`src/ipvs_params.svh`:
```
// constants for the interrupt priority and vector status block
`ifndef IPVS_PARAMS_SVH
`define IPVS_PARAMS_SVH

// register byte offsets
`define IPVS_OFS_PRIO18 8'h00
`define IPVS_OFS_PRIO19 8'h04
`define IPVS_OFS_PRIO20 8'h08
`define IPVS_OFS_PRIO21 8'h0c
`define IPVS_OFS_PRIO22 8'h10
`define IPVS_OFS_PRIO23 8'h14
`define IPVS_OFS_STATUS 8'h18
`define IPVS_OFS_EVT_STAT 8'h1c
`define IPVS_OFS_EVT_CLR 8'h20
`define IPVS_OFS_EVT_EN 8'h24
`define IPVS_NUM_PRIO_REGS 6
`define IPVS_NUM_WORDS 10

// per source: field lsb position, as priority register index * 16 + lsb
`define IPVS_FIELD_MAP {8'h50, 8'h54, 8'h40, 8'h44, 8'h48, 8'h4c, 8'h30, \
                        8'h34, 8'h3c, 8'h24, 8'h28, 8'h2c, 8'h14, 8'h00}
`define IPVS_NUM_SRC 14

// field widths, positions and reset values
`define IPVS_PRIO_W 3
`define IPVS_PRIO_RESET 3'h4
`define IPVS_PRIO_OFF 3'h0
`define IPVS_LEVEL_W 4
`define IPVS_VEC_W 7
`define IPVS_VEC_BASE_DEFAULT 7'h00
`define IPVS_BIT_PEND 15
`define IPVS_BIT_VECTOR_CAPTURE_SELECT 13
`define IPVS_LEVEL_LSB 8
`define IPVS_VEC_LSB 0

// event bits
`define IPVS_EVT_W 3
`define IPVS_EVT_ACK 0
`define IPVS_EVT_BLOCKED 1
`define IPVS_EVT_TRAP 2

`define IPVS_HSIZE_WORD 3'h2
`define IPVS_HRESP_OKAY 1'b0

`endif

```
`src/ipvs_pkg.sv`:
```
// types shared by the interrupt priority and vector status block
package ipvs_pkg;

  typedef enum logic [3:0] {
    IPVS_BUS_IDLE = 4'h1,
    IPVS_BUS_WR = 4'h2,
    IPVS_BUS_RD_WAIT = 4'h4,
    IPVS_BUS_RD_DATA = 4'h8
  } ipvs_bus_state_t;

endpackage : ipvs_pkg

```
`src/ipvs_arbiter.sv`:
```
// picks the highest priority enabled pending source
`timescale 1ns/1ps
`include "ipvs_params.svh"

module ipvs_arbiter #(
  parameter int NUM_SRC = `IPVS_NUM_SRC,
  parameter int IDX_W = 4
) (
  input wire logic [NUM_SRC*`IPVS_PRIO_W-1:0] prio_flat,
  input wire logic [NUM_SRC-1:0] pend,
  output logic best_valid,
  output logic [`IPVS_PRIO_W-1:0] best_prio,
  output logic [IDX_W-1:0] best_idx
);

  initial begin
    if (NUM_SRC < 1 || NUM_SRC > (1 << IDX_W)) begin
      $error("ipvs_arbiter: index width too small for source count");
    end
  end

  always_comb begin
    logic [`IPVS_PRIO_W-1:0] p;
    p = `IPVS_PRIO_OFF;
    best_valid = 1'b0;
    best_prio = `IPVS_PRIO_OFF;
    best_idx = '0;
    // scan downward with >= so the lowest index, i.e. lowest vector, wins ties
    for (int i = NUM_SRC - 1; i >= 0; i--) begin
      p = prio_flat[i*`IPVS_PRIO_W +: `IPVS_PRIO_W];
      if (pend[i] && p != `IPVS_PRIO_OFF && p >= best_prio) begin
        best_valid = 1'b1;
        best_prio = p;
        best_idx = IDX_W'(i);
      end
    end
  end

endmodule : ipvs_arbiter

```
`src/ipvs_top.sv`:
```
// priority registers, request arbitration and vector status with AHB-Lite access
`timescale 1ns/1ps
`include "ipvs_params.svh"

module ipvs_top #(
  parameter int NUM_SRC = `IPVS_NUM_SRC,
  parameter int ADDR_W = 32,
  // arbitrary default; the real vector map of the sources is set at integration
  parameter logic [`IPVS_VEC_W-1:0] VEC_BASE = `IPVS_VEC_BASE_DEFAULT
) (
  input wire logic ref_clk,
  input wire logic rst,
  input wire logic hsel,
  input wire logic [ADDR_W-1:0] haddr,
  input wire logic [1:0] htrans,
  input wire logic hwrite,
  input wire logic [2:0] hsize,
  input wire logic hready,
  input wire logic [31:0] hwdata,
  output logic hreadyout,
  output logic [31:0] hrdata,
  output logic hresp,
  input wire logic [NUM_SRC-1:0] src_pending,
  input wire logic trap_req,
  input wire logic [2:0] trap_code,
  input wire logic [`IPVS_LEVEL_W-1:0] cpu_level,
  input wire logic cpu_ack,
  output logic cpu_irq_req,
  output logic [`IPVS_LEVEL_W-1:0] cpu_irq_level,
  output logic [`IPVS_VEC_W-1:0] cpu_irq_vector,
  output logic cpu_irq_is_trap,
  output logic irq
);

  localparam logic [8*`IPVS_NUM_SRC-1:0] FIELD_MAP = `IPVS_FIELD_MAP;
  localparam int IMG_W = 16 * `IPVS_NUM_PRIO_REGS;

  initial begin
    if (NUM_SRC != `IPVS_NUM_SRC) begin
      $error("ipvs_top: source count is fixed by the register layout");
    end
    if (ADDR_W < 8) begin
      $error("ipvs_top: address too narrow for the register map");
    end
    if (int'(VEC_BASE) + NUM_SRC > 128) begin
      $error("ipvs_top: vector ids do not fit the seven bit field");
    end
  end

  // ---------------- bus slave ----------------
  ipvs_pkg::ipvs_bus_state_t bus_state_reg;
  ipvs_pkg::ipvs_bus_state_t bus_state_next;
  logic [3:0] dp_word_reg;
  logic dp_mapped_reg;
  logic dp_word_ok_reg;
  logic [31:0] hrdata_reg;
  logic accept;
  logic addr_mapped;
  logic wr_en;

  // registers
  logic [`IPVS_PRIO_W-1:0] prio_reg [NUM_SRC];
  logic vector_capture_select_reg;
  logic [`IPVS_EVT_W-1:0] evt_stat_reg;
  logic [`IPVS_EVT_W-1:0] evt_en_reg;
  logic [`IPVS_EVT_W-1:0] evt_set;
  logic [`IPVS_EVT_W-1:0] evt_clr;
  logic [IMG_W-1:0] prio_image;
  logic [NUM_SRC*`IPVS_PRIO_W-1:0] prio_flat;
  logic [31:0] rd_word;

  // arbitration and request path
  logic best_valid;
  logic [`IPVS_PRIO_W-1:0] best_prio;
  logic [3:0] best_idx;
  logic best_above;
  logic [`IPVS_VEC_W-1:0] best_vec;
  logic req_reg;
  logic [`IPVS_LEVEL_W-1:0] req_level_reg;
  logic [`IPVS_VEC_W-1:0] req_vec_reg;
  logic req_trap_reg;
  logic ack_take;
  logic [`IPVS_LEVEL_W-1:0] new_level_reg;
  logic [`IPVS_VEC_W-1:0] ack_vec_reg;
  logic [`IPVS_VEC_W-1:0] live_vec_reg;
  logic pend_flag_reg;
  logic pend_flag_next;

  assign accept = hsel && htrans[1] && hready;
  assign addr_mapped = (haddr[ADDR_W-1:2] < (ADDR_W-2)'(`IPVS_NUM_WORDS)) && (haddr[1:0] == 2'h0);
  assign wr_en = (bus_state_reg == ipvs_pkg::IPVS_BUS_WR) && dp_mapped_reg && dp_word_ok_reg;

  always_comb begin
    bus_state_next = ipvs_pkg::IPVS_BUS_IDLE;
    case (bus_state_reg)
      ipvs_pkg::IPVS_BUS_RD_WAIT: begin
        bus_state_next = ipvs_pkg::IPVS_BUS_RD_DATA;
      end
      ipvs_pkg::IPVS_BUS_IDLE, ipvs_pkg::IPVS_BUS_WR, ipvs_pkg::IPVS_BUS_RD_DATA: begin
        if (accept) begin
          bus_state_next = hwrite ? ipvs_pkg::IPVS_BUS_WR : ipvs_pkg::IPVS_BUS_RD_WAIT;
        end
      end
      default: begin
        bus_state_next = ipvs_pkg::IPVS_BUS_IDLE;
      end
    endcase
  end

  always_ff @(posedge ref_clk) begin
    if (rst) begin
      bus_state_reg <= ipvs_pkg::IPVS_BUS_IDLE;
      dp_word_reg <= 4'h0;
      dp_mapped_reg <= 1'b0;
      dp_word_ok_reg <= 1'b0;
    end else begin
      bus_state_reg <= bus_state_next;
      if (accept && bus_state_reg != ipvs_pkg::IPVS_BUS_RD_WAIT) begin
        dp_word_reg <= haddr[5:2];
        dp_mapped_reg <= addr_mapped;
        dp_word_ok_reg <= (hsize == `IPVS_HSIZE_WORD);
      end
    end
  end

  // one wait state on reads so a read right after a write sees the new value
  always_ff @(posedge ref_clk) begin
    if (rst) begin
      hrdata_reg <= 32'h0;
    end else if (bus_state_reg == ipvs_pkg::IPVS_BUS_RD_WAIT) begin
      hrdata_reg <= dp_mapped_reg ? rd_word : 32'h0;
    end
  end

  assign hreadyout = (bus_state_reg != ipvs_pkg::IPVS_BUS_RD_WAIT);
  assign hrdata = hrdata_reg;
  assign hresp = `IPVS_HRESP_OKAY;

  // ---------------- priority fields ----------------
  for (genvar s = 0; s < NUM_SRC; s++) begin : g_src
    localparam int POS = int'(FIELD_MAP[s*8 +: 8]);
    localparam logic [3:0] WORD = 4'(POS / 16);
    localparam int LSB = POS % 16;
    always_ff @(posedge ref_clk) begin
      if (rst) begin
        prio_reg[s] <= `IPVS_PRIO_RESET;
      end else if (wr_en && dp_word_reg == WORD) begin
        prio_reg[s] <= hwdata[LSB +: `IPVS_PRIO_W];
      end
    end
    assign prio_flat[s*`IPVS_PRIO_W +: `IPVS_PRIO_W] = prio_reg[s];
  end

  always_comb begin
    prio_image = '0;
    for (int s = 0; s < NUM_SRC; s++) begin
      // each source's field at its mapped position in its register
      prio_image[int'(FIELD_MAP[s*8 +: 8]) +: `IPVS_PRIO_W] = prio_reg[s];
    end
  end

  // ---------------- status, events and read mux ----------------
  always_ff @(posedge ref_clk) begin
    if (rst) begin
      vector_capture_select_reg <= 1'b0;
    end else if (wr_en && {dp_word_reg, 2'h0} == 6'(`IPVS_OFS_STATUS)) begin
      vector_capture_select_reg <= hwdata[`IPVS_BIT_VECTOR_CAPTURE_SELECT];
    end
  end

  always_ff @(posedge ref_clk) begin
    if (rst) begin
      evt_en_reg <= '0;
    end else if (wr_en && {dp_word_reg, 2'h0} == 6'(`IPVS_OFS_EVT_EN)) begin
      evt_en_reg <= hwdata[`IPVS_EVT_W-1:0];
    end
  end

  assign evt_clr = (wr_en && {dp_word_reg, 2'h0} == 6'(`IPVS_OFS_EVT_CLR)) ?
                   hwdata[`IPVS_EVT_W-1:0] : '0;

  always_comb begin
    evt_set = '0;
    evt_set[`IPVS_EVT_ACK] = ack_take && !req_trap_reg;
    evt_set[`IPVS_EVT_BLOCKED] = pend_flag_next && !pend_flag_reg;
    evt_set[`IPVS_EVT_TRAP] = ack_take && req_trap_reg;
  end

  // a set in the same cycle as its clear wins
  always_ff @(posedge ref_clk) begin
    if (rst) begin
      evt_stat_reg <= '0;
    end else begin
      evt_stat_reg <= (evt_stat_reg & ~evt_clr) | evt_set;
    end
  end

  always_ff @(posedge ref_clk) begin
    if (rst) begin
      irq <= 1'b0;
    end else begin
      irq <= |(((evt_stat_reg & ~evt_clr) | evt_set) & evt_en_reg);
    end
  end

  always_comb begin
    rd_word = 32'h0;
    if (dp_word_reg < 4'(`IPVS_NUM_PRIO_REGS)) begin
      rd_word[15:0] = prio_image[dp_word_reg*16 +: 16];
    end else begin
      case ({dp_word_reg, 2'h0})
        6'(`IPVS_OFS_STATUS): begin
          rd_word[`IPVS_BIT_PEND] = pend_flag_reg;
          rd_word[`IPVS_BIT_VECTOR_CAPTURE_SELECT] = vector_capture_select_reg;
          rd_word[`IPVS_LEVEL_LSB +: `IPVS_LEVEL_W] = new_level_reg;
          rd_word[`IPVS_VEC_LSB +: `IPVS_VEC_W] = vector_capture_select_reg ? live_vec_reg : ack_vec_reg;
        end
        6'(`IPVS_OFS_EVT_STAT): begin
          rd_word[`IPVS_EVT_W-1:0] = evt_stat_reg;
        end
        6'(`IPVS_OFS_EVT_EN): begin
          rd_word[`IPVS_EVT_W-1:0] = evt_en_reg;
        end
        default: begin
          rd_word = 32'h0;
        end
      endcase
    end
  end

  // ---------------- arbitration and cpu request ----------------
  ipvs_arbiter #(
    .NUM_SRC(NUM_SRC),
    .IDX_W(4)
  ) u_arbiter (
    .prio_flat(prio_flat),
    .pend(src_pending),
    .best_valid(best_valid),
    .best_prio(best_prio),
    .best_idx(best_idx)
  );

  // field value is the level itself
  assign best_above = best_valid && ({1'b0, best_prio} > cpu_level);
  assign best_vec = VEC_BASE + `IPVS_VEC_W'(best_idx);
  assign pend_flag_next = best_valid && !best_above;
  assign ack_take = cpu_ack && req_reg;

  always_ff @(posedge ref_clk) begin
    if (rst) begin
      req_reg <= 1'b0;
      req_level_reg <= 4'h0;
      req_vec_reg <= 7'h00;
      req_trap_reg <= 1'b0;
    end else if (trap_req) begin
      // traps bypass the cpu level and priority fields
      // an acknowledged trap drops for one cycle and comes back while still held
      req_reg <= !ack_take;
      req_level_reg <= {1'b1, trap_code};
      req_trap_reg <= 1'b1;
    end else begin
      // forward only when above the cpu level
      req_reg <= best_above && !ack_take;
      req_level_reg <= {1'b0, best_prio};
      req_vec_reg <= best_vec;
      req_trap_reg <= 1'b0;
    end
  end

  assign cpu_irq_req = req_reg;
  assign cpu_irq_level = req_level_reg;
  assign cpu_irq_vector = req_vec_reg;
  assign cpu_irq_is_trap = req_trap_reg;

  always_ff @(posedge ref_clk) begin
    if (rst) begin
      new_level_reg <= 4'h0;
      ack_vec_reg <= 7'h00;
    end else if (ack_take) begin
      new_level_reg <= req_level_reg;
      // trap vectors lie below the field's range, so it keeps the last user vector
      if (!req_trap_reg) begin
        ack_vec_reg <= req_vec_reg;
      end
    end
  end

  always_ff @(posedge ref_clk) begin
    if (rst) begin
      live_vec_reg <= 7'h00;
      pend_flag_reg <= 1'b0;
    end else begin
      if (best_valid) begin
        live_vec_reg <= best_vec;
      end
      pend_flag_reg <= pend_flag_next;
    end
  end

endmodule : ipvs_top

```
`config.mk`:
```
export PLATFORM = sky130hd
export DESIGN_NAME = ipvs_top
export DESIGN_NICKNAME = d
export VERILOG_FILES = /design/src/ipvs_pkg.sv /design/src/ipvs_arbiter.sv /design/src/ipvs_top.sv
export VERILOG_INCLUDE_DIRS = /design/src
export SDC_FILE = /design/constraint.sdc
export NUM_CORES = 1
export LEC_CHECK = 0
export ABC_AREA = 1
export BUFFER_PORTS_ARGS = -buffer_cell sky130_fd_sc_hd__buf_2
export CORE_ASPECT_RATIO = 1.25
export CORE_MARGIN = 1
export CORE_UTILIZATION = 50
export DETAILED_ROUTE_END_ITERATION = 8
export MAX_ROUTING_LAYER = met4
export PLACE_DENSITY = 0.86
export SLEW_MARGIN = 40
export SYNTH_ARGS = -nofsm -noshare
export SYNTH_HDL_FRONTEND = slang
export SYNTH_SLANG_ARGS = --single-unit
```
`constraint.sdc`:
```
create_clock -name ref_clk -period 33.7 [get_ports ref_clk]
set_clock_uncertainty 0.05 [all_clocks]
set_input_delay 1.685 -clock ref_clk [delete_from_list [all_inputs] [get_ports ref_clk]]
set_output_delay 1.685 -clock ref_clk [all_outputs]
set_load 0.02 [all_outputs]
```
# Yosys cells after proc, flatten, opt, wreduce, memory -nomap -nowiden
# Memory sizes are Yosys's and may differ from the RTL's.
# Cells that the tools add are included.
[totals]
register_bits = 73
ram_bits = 42
inputBits = 97
output_inout_bits = 48
wordCells = 234
memories = 1
[memory_table]
columns = ["memory", "depth", "word_bits", "rd", "rd_ports_with_merged_regs", "wr", "line", "source"]
rows = [
  ["prio_reg", 14, 3, 14, 0, 14, "ipvs_top.sv:62", "logic [`IPVS_PRIO_W-1:0] prio_reg [NUM_SRC];"],
]
[classes]
magnitude_cmp = 17
eq_ne = 15
shifts = 1
mux = 91
bitwise = 19
reduce_logical = 73
[op_table]
columns = ["op", "n"]
rows = [
  ["$shiftx A96 B9 Y16", 1],
  ["$mux W3", 31],
  ["$mux W4", 17],
  ["$logic_and A1 B1 Y1", 50],
  ["$reduce_bool A3 Y1", 14],
  ["$ge A3 B3 Y1", 13],
  ["$mux W1", 39],
  ["$mux W16", 2],
  ["$lt A30 B4 Y1 const B", 1],
  ["$eq A4 B3 Y1 const B", 5],
  ["$or A1 B1 Y1", 14],
  ["$eq A4 B2 Y1 const B", 3],
  ["$eq A4 B4 Y1 const B", 3],
  ["$pmux W3 S3", 1],
  ["$eq A4 B1 Y1 const B", 2],
  ["$pmux W4 S2", 1],
  ["$and A3 B3 Y3", 2],
  ["$reduce_or A3 Y1", 2],
  ["$gt A3 B4 Y1", 1],
  ["$logic_not A1 Y1", 4],
  ["$logic_not A4 Y1", 1],
  ["$lt A4 B3 Y1 const B", 1],
  ["$ne A4 B3 Y1 const B", 1],
  ["$eq A3 B2 Y1 const B", 1],
  ["6 further kinds", 6],
]

# Longest topological paths before layout
# An unclocked memory read counts as a cell.
[depth]
ltp_word = 52
mapped_depth = 130
depth_no_buf = 130

# Cells and area by module
# From an unflattened synthesis, not the netlist that was laid out.
[hier_totals]
hier_cells = 894
area_unflattened_um2 = 6416.2
[by_module_without_submodules]
columns = ["mod", "instances", "cells_per_inst", "area_per_inst_um2", "seq_area_each_um2"]
rows = [
  ["ipvs_top", 1, 560, 4573.1, 2362.3],
  ["ipvs_arbiter", 1, 334, 1843.0, 0.0],
]

# Worst setup path after synthesis
# Ideal clock, no wire load.
[synth_timing]
kind = "in2reg"
start = "input src_pending[13]"
end = "register irq"
setup_ps = 112
t_arrival_ps = 14300
t_required_ps = 33538
path_slack_ps = 19238
stages = 114
n_path_buf = 0
path_cell_list = "nand2_1 -> inv_1 -> nand2_1 -> inv_1 -> ha_1 -> inv_1 -> nand2_1 -> nand2_1 -> nand2_1 -> nand2_2 -> inv_1 -> o21ai_0 -> ha_1 -> nor2_1 -> nand2_1 -> nand3_1 -> nand3_1 -> nand2_2 -> [78 not listed] -> and2_1 -> ha_1 -> nand2_1 -> o211ai_1 -> nand2_1 -> inv_1 -> nand2_1 -> and2_1 -> ha_1 -> nand2_1 -> nor2_1 -> a211oi_1 -> a311oi_1 -> nor2_1 -> nand3_2 -> nand2_2 -> nand2_1 -> nand2_1"
[synth_between]
elab_chain_cells = 50
word_cells_on_any_way = 64
cone_classes = "order compare (14); mux (28); bitwise (2); reduce/logical (20)"
[synth_lines]
columns = ["item", "line", "source"]
rows = [
  ["from (decl)", "ipvs_top.sv:23", "input wire logic [NUM_SRC-1:0] src_pending,"],
  ["$logic_and A1 B1 Y1 (no line) (*)", "-", ""],
  ["$logic_and A1 B1 Y1 (*)", "ipvs_arbiter.sv:31", "if (pend[i] && p != `IPVS_PRIO_OFF && p >= best_prio) begin"],
  ["$mux W3", "ipvs_arbiter.sv:31", ""],
  ["$ge A3 B3 Y1", "ipvs_arbiter.sv:31", ""],
  ["$logic_and A1 B1 Y1", "ipvs_arbiter.sv:31", ""],
  ["$mux W3", "ipvs_arbiter.sv:31", ""],
  ["$ge A3 B3 Y1", "ipvs_arbiter.sv:31", ""],
  ["$logic_and A1 B1 Y1", "ipvs_arbiter.sv:31", ""],
  ["[34 not listed]", "-", ""],
  ["$gt A3 B4 Y1", "ipvs_top.sv:244", "assign best_above = best_valid && ({1'b0, best_prio} > cpu_level);"],
  ["$logic_and A1 B1 Y1", "ipvs_top.sv:244", ""],
  ["$logic_not A1 Y1", "ipvs_top.sv:246", "assign pend_flag_next = best_valid && !best_above;"],
  ["$logic_and A1 B1 Y1 (*)", "ipvs_top.sv:246", ""],
  ["$logic_and A1 B1 Y1 (*)", "ipvs_top.sv:185", "evt_set[`IPVS_EVT_BLOCKED] = pend_flag_next && !pend_flag_reg;"],
  ["$or A3 B3 Y3 (*)", "ipvs_top.sv:202", "irq <= |(((evt_stat_reg & ~evt_clr) | evt_set) & evt_en_reg);"],
  ["$and A3 B3 Y3 (*)", "ipvs_top.sv:202", ""],
  ["$reduce_or A3 Y1 (*)", "ipvs_top.sv:202", ""],
  ["to (signal assigned)", "ipvs_top.sv:202", ""],
  ["to (decl)", "ipvs_top.sv:32", "output logic irq"],
]
# Every way passes the cells marked *; elsewhere a longest branch is shown, timed or not.
# A chain may end at the register's enable or synchronous reset.

# Worst setup path after layout
# Ends and elaborated chain as after synthesis.

==> impl.org <==
** Floorplan
- Area of the die :: between 10000 and 15000 um^2
- The initialized floorplan defines 45 standard-cell rows.
- For this design the top-level I/O count stands at roughly 150.
- Initial cell density of the core :: 0.514
- The die is around 130 um tall.
- The core region is 12200 um^2.
- The die is 102 um wide.

** STA
- Final hold viol count :: 0
- In the finished design, the share of the clock period the worst path needs comes to 0.482.
- Slew of the pin with the lowest slew margin :: between 0.8 and 0.9 ns
- The smallest clock period supported by the final layout is computed as 16.24 ns.
- RSZ-0062 raised after global routing :: false
- # setup viols final :: 0
- Total negative slack :: 0 ns
- Worst relative slew slack :: 0.460
- Derived from the worst setup path, the maximum achievable clock frequency is slightly above 0.06 GHz.
- Count of pins over their slew limit :: 0

** Finish
- Fill cells in the final layout number 1093.
- The register with the most flip-flops in the layout has 42 of them.
- 0 antenna diodes ended up in the layout.
- From synthesis to final layout, the design area changed by 14.5%.
- Final nets :: roughly 1100
- In the final layout, the share of cells above drive strength 1 is 0.204.
- Once layout is done, the placed cells without fillers occupy a little over 7000 um^2.

** Detailed routing
- Using the TritonRoute via totals, the vias-per-cell ratio works out to roughly 5.4.
- Sum of routed wire length over all layers :: 16.3 mm
- For this run, design rule violations remaining after detail routing come to 0.
- The first detailed-routing pass took 6 iterations.
- Dividing the detail-routed wire length by the instance count gives about 15 um.
- Starting DRC count in detailed routing :: ~630
- DRT antenna net count :: 0
- The detailed router placed about 6000 vias in this run.

** Clock network
- The clock tree synthesis step divided the H-tree into 3 levels.
- TritonCTS built the clock tree.
- Buffers from clock root to sink, at most :: 2
- # Post-CTS Setup Buffers :: 0
- Clock latency on the worst-skew pair, taken at its later pin, is between 0.3 and 0.4 ns.
- Gates resized during post-CTS repair numbered 0.
- The tree is rooted in a sky130_fd_sc_hd__clkbuf_16.
- Cts hold-fix bufs :: 0
- CTS saw 97 sinks.
- Number of buffers added by the clock tree synthesis step :: 9
- After clock tree synthesis, the clock-pin slew on the worst setup and hold paths is approximately 0.06 ns.

** Synthesis
- Yosys printed 0 warnings.
- Synthesis-stage register bit count :: slightly below 100
- The average instance in the mapped netlist occupies 7.44 um^2.
- Most frequently used cell type in the post-synthesis netlist :: sky130_fd_sc_hd__nand2_1
- By count the netlist is led by 161 x sky130_fd_sc_hd__nand2_1, 142 x sky130_fd_sc_hd__inv_1, 88 x sky130_fd_sc_hd__nor2_1, 55 x sky130_fd_sc_hd__dfxtp_1, 54 x sky130_fd_sc_hd__nand3_1.
- The share of synthesized area in the top cell type comes to 0.201.
- Post-synth ARST share :: 0
- In this run the cell area of the synthesized design comes to between 6000 and 7000 um^2.
- Leading area contributor after synthesis :: sky130_fd_sc_hd__edfxtp_1
- Synth top area cells :: sky130_fd_sc_hd__edfxtp_1 20%, sky130_fd_sc_hd__dfxtp_1 18%, sky130_fd_sc_hd__nand2_1 9.6%, sky130_fd_sc_hd__inv_1 8.5%, sky130_fd_sc_hd__nor2_1 5.3%
- Among all flip-flop cells after synthesis, the most frequent one is sky130_fd_sc_hd__dfxtp_1.
- The number of different library cells used by synthesis comes to between 50 and 60.
- Count of flip-flops with a built-in enable after synthesis :: 42
- Sequential area share after synthesis :: 0.376
- Synthesis produced around 840 cells.

** Worst setup path
- For this design, the slowest cell found on the critical path is sky130_fd_sc_hd__a311oi_1.
- Data arrives at the worst endpoint at between 15 and 20 ns.
- CP most frequent cell :: sky130_fd_sc_hd__nand2_1
- For the worst setup path, the data required time is 33.88 ns.
- The worst register-to-register path ends at irq.
- FF-to-FF Start :: prio_reg[1][16]
- Largest fanout on the critical path :: 8
- Measured in cells, the most critical reg-to-reg path has a length of between 100 and 150.
- The worst setup path is captured at a flop.
- The setup check on the worst reg-to-reg path leaves a slack of 18.38 ns.
- The worst setup path is of the in2reg kind.
- The largest single stage delay on the critical path is 0.45 ns.
- The worst setup path is launched from a primary input.

** GRT
- Global-route total usage across every layer :: 0.268
- The number of antenna violations at the first check in global routing was 0.
- The first global-routing pass estimated roughly 26 mm of wire.
- The total overflow left after global routing is 0.
- Pin count of the biggest net entering global routing :: 34
- The number of global-route vias before repair came to ~5600.

** Place
- At the end of routability-driven placement, the weighted congestion stood at around 0.95.
- The count of buffers added on input and output ports is 102.
- After legalization and detailed placement, the total HPWL measured about 13 mm.
- In this run the cell area measured after placement is between 6000 and 7000 um^2.

** Hold path
- The worst hold path terminates at ack_vec_reg[2].
- The worst hold path begins at ack_vec_reg[2].
- Type of the worst min-delay path :: reg2reg
- Hold Crit Depth :: 2

** Power
- Cell leakage power :: approximately 0.0034 uW
- VDD sags by at most around 0.000041 V.
- Cell area power density :: 42.1 nW/um^2
- Power after layout :: just over 300 uW

** Job
- Maximum capacitance violations :: 0

** Outcome
- Outcome :: completed
## worst max-delay path, delay by kind of cell
kind                     cells  cell delay, ns
AND/OR/NAND/NOR             68            6.25
buffers and inverters       15            1.19
AO/OA/AOI/OAI               20            3.18
adder cells (fa/ha/maj)     14            4.10
## how the worst max path moves through the flow
| stage | endpoint | depth (start not counted) | from | slack (ns) |
|---|---|---|---|---|
| 2_1_floorplan | irq | 114 | src_pending[13] | 19.24 |
| 4_1_cts | irq | 114 | src_pending[13] | 17.47 |
| 3_5_place_dp | irq | 114 | src_pending[13] | 17.23 |
| 5_1_grt | irq | 114 | src_pending[13] | 15.79 |
| 6_report | irq | 117 | src_pending[13] | 17.46 |
| 3_3_place_gp | irq | 111 | src_pending[13] | 17.67 |
## routing by layer
metal  GRT usage  routed length [um]
met1       0.315                6340
met2       0.456                8050
met3      0.0421                1320
met4       0.106                 641
met5           -                   0
## final cells by class
cell class,count,area [um^2],area share
Clock inverter,4,72.6,0.0101
Inverter,149,562,0.0781
Clock buffer,12,258,0.0358
Sequential cell,97,2360,0.329
Timing Repair Buffer,103,518,0.0720
Tap cell,164,205,0.0285
Multi-Input combinational cell,585,3210,0.447
## cell usage in the layout, fill, tap and decap left out, types with 9 or more instances in the layout
master / Yosys / routed
sky130_fd_sc_hd__nand2_1: 161 / 161
sky130_fd_sc_hd__inv_1: 142 / 142
sky130_fd_sc_hd__buf_2: 0 / 102
sky130_fd_sc_hd__nor2_1: 88 / 88
sky130_fd_sc_hd__dfxtp_1: 55 / 55
sky130_fd_sc_hd__nand3_1: 54 / 54
sky130_fd_sc_hd__o21ai_0: 52 / 51
sky130_fd_sc_hd__edfxtp_1: 42 / 42
sky130_fd_sc_hd__a21oi_1: 35 / 35
sky130_fd_sc_hd__nand2_2: 22 / 22
sky130_fd_sc_hd__ha_1: 21 / 21
sky130_fd_sc_hd__conb_1: 1 / 21
sky130_fd_sc_hd__nand3_2: 19 / 19
sky130_fd_sc_hd__nor3_1: 12 / 12
sky130_fd_sc_hd__nand2_4: 12 / 12
sky130_fd_sc_hd__nor4_1: 9 / 9
sky130_fd_sc_hd__clkbuf_16: 0 / 9
## power by group
part	switching (uW)	internal, uW
Sequential	3.01	127
Combinational	39.9	20.7
Clock	42.6	69.5
Total	85.5	217
## stage by stage
step	util	hold WS, ns	instances	setup WS, ns
after floorplan	-	0.374	864	19.24
after global placement	0.561	0.386	1098	17.67
after detailed placement	0.561	0.399	1098	17.23
after CTS	0.589	0.407	1114	17.47
after global routing	0.589	0.433	1114	15.79
final	0.589	0.405	1114	17.46
## cell families after synthesis
kind of cell | synth area share
and+or+nand+nor | 0.303
buffers and inverters | 0.124
AOI/OAI and AO/OA | 0.152
DFF | 0.376
adders and majority gates | 0.0418
muxes | 0.00179
other | 0.000597
Note: power is estimated with default switching activity, not from simulation.
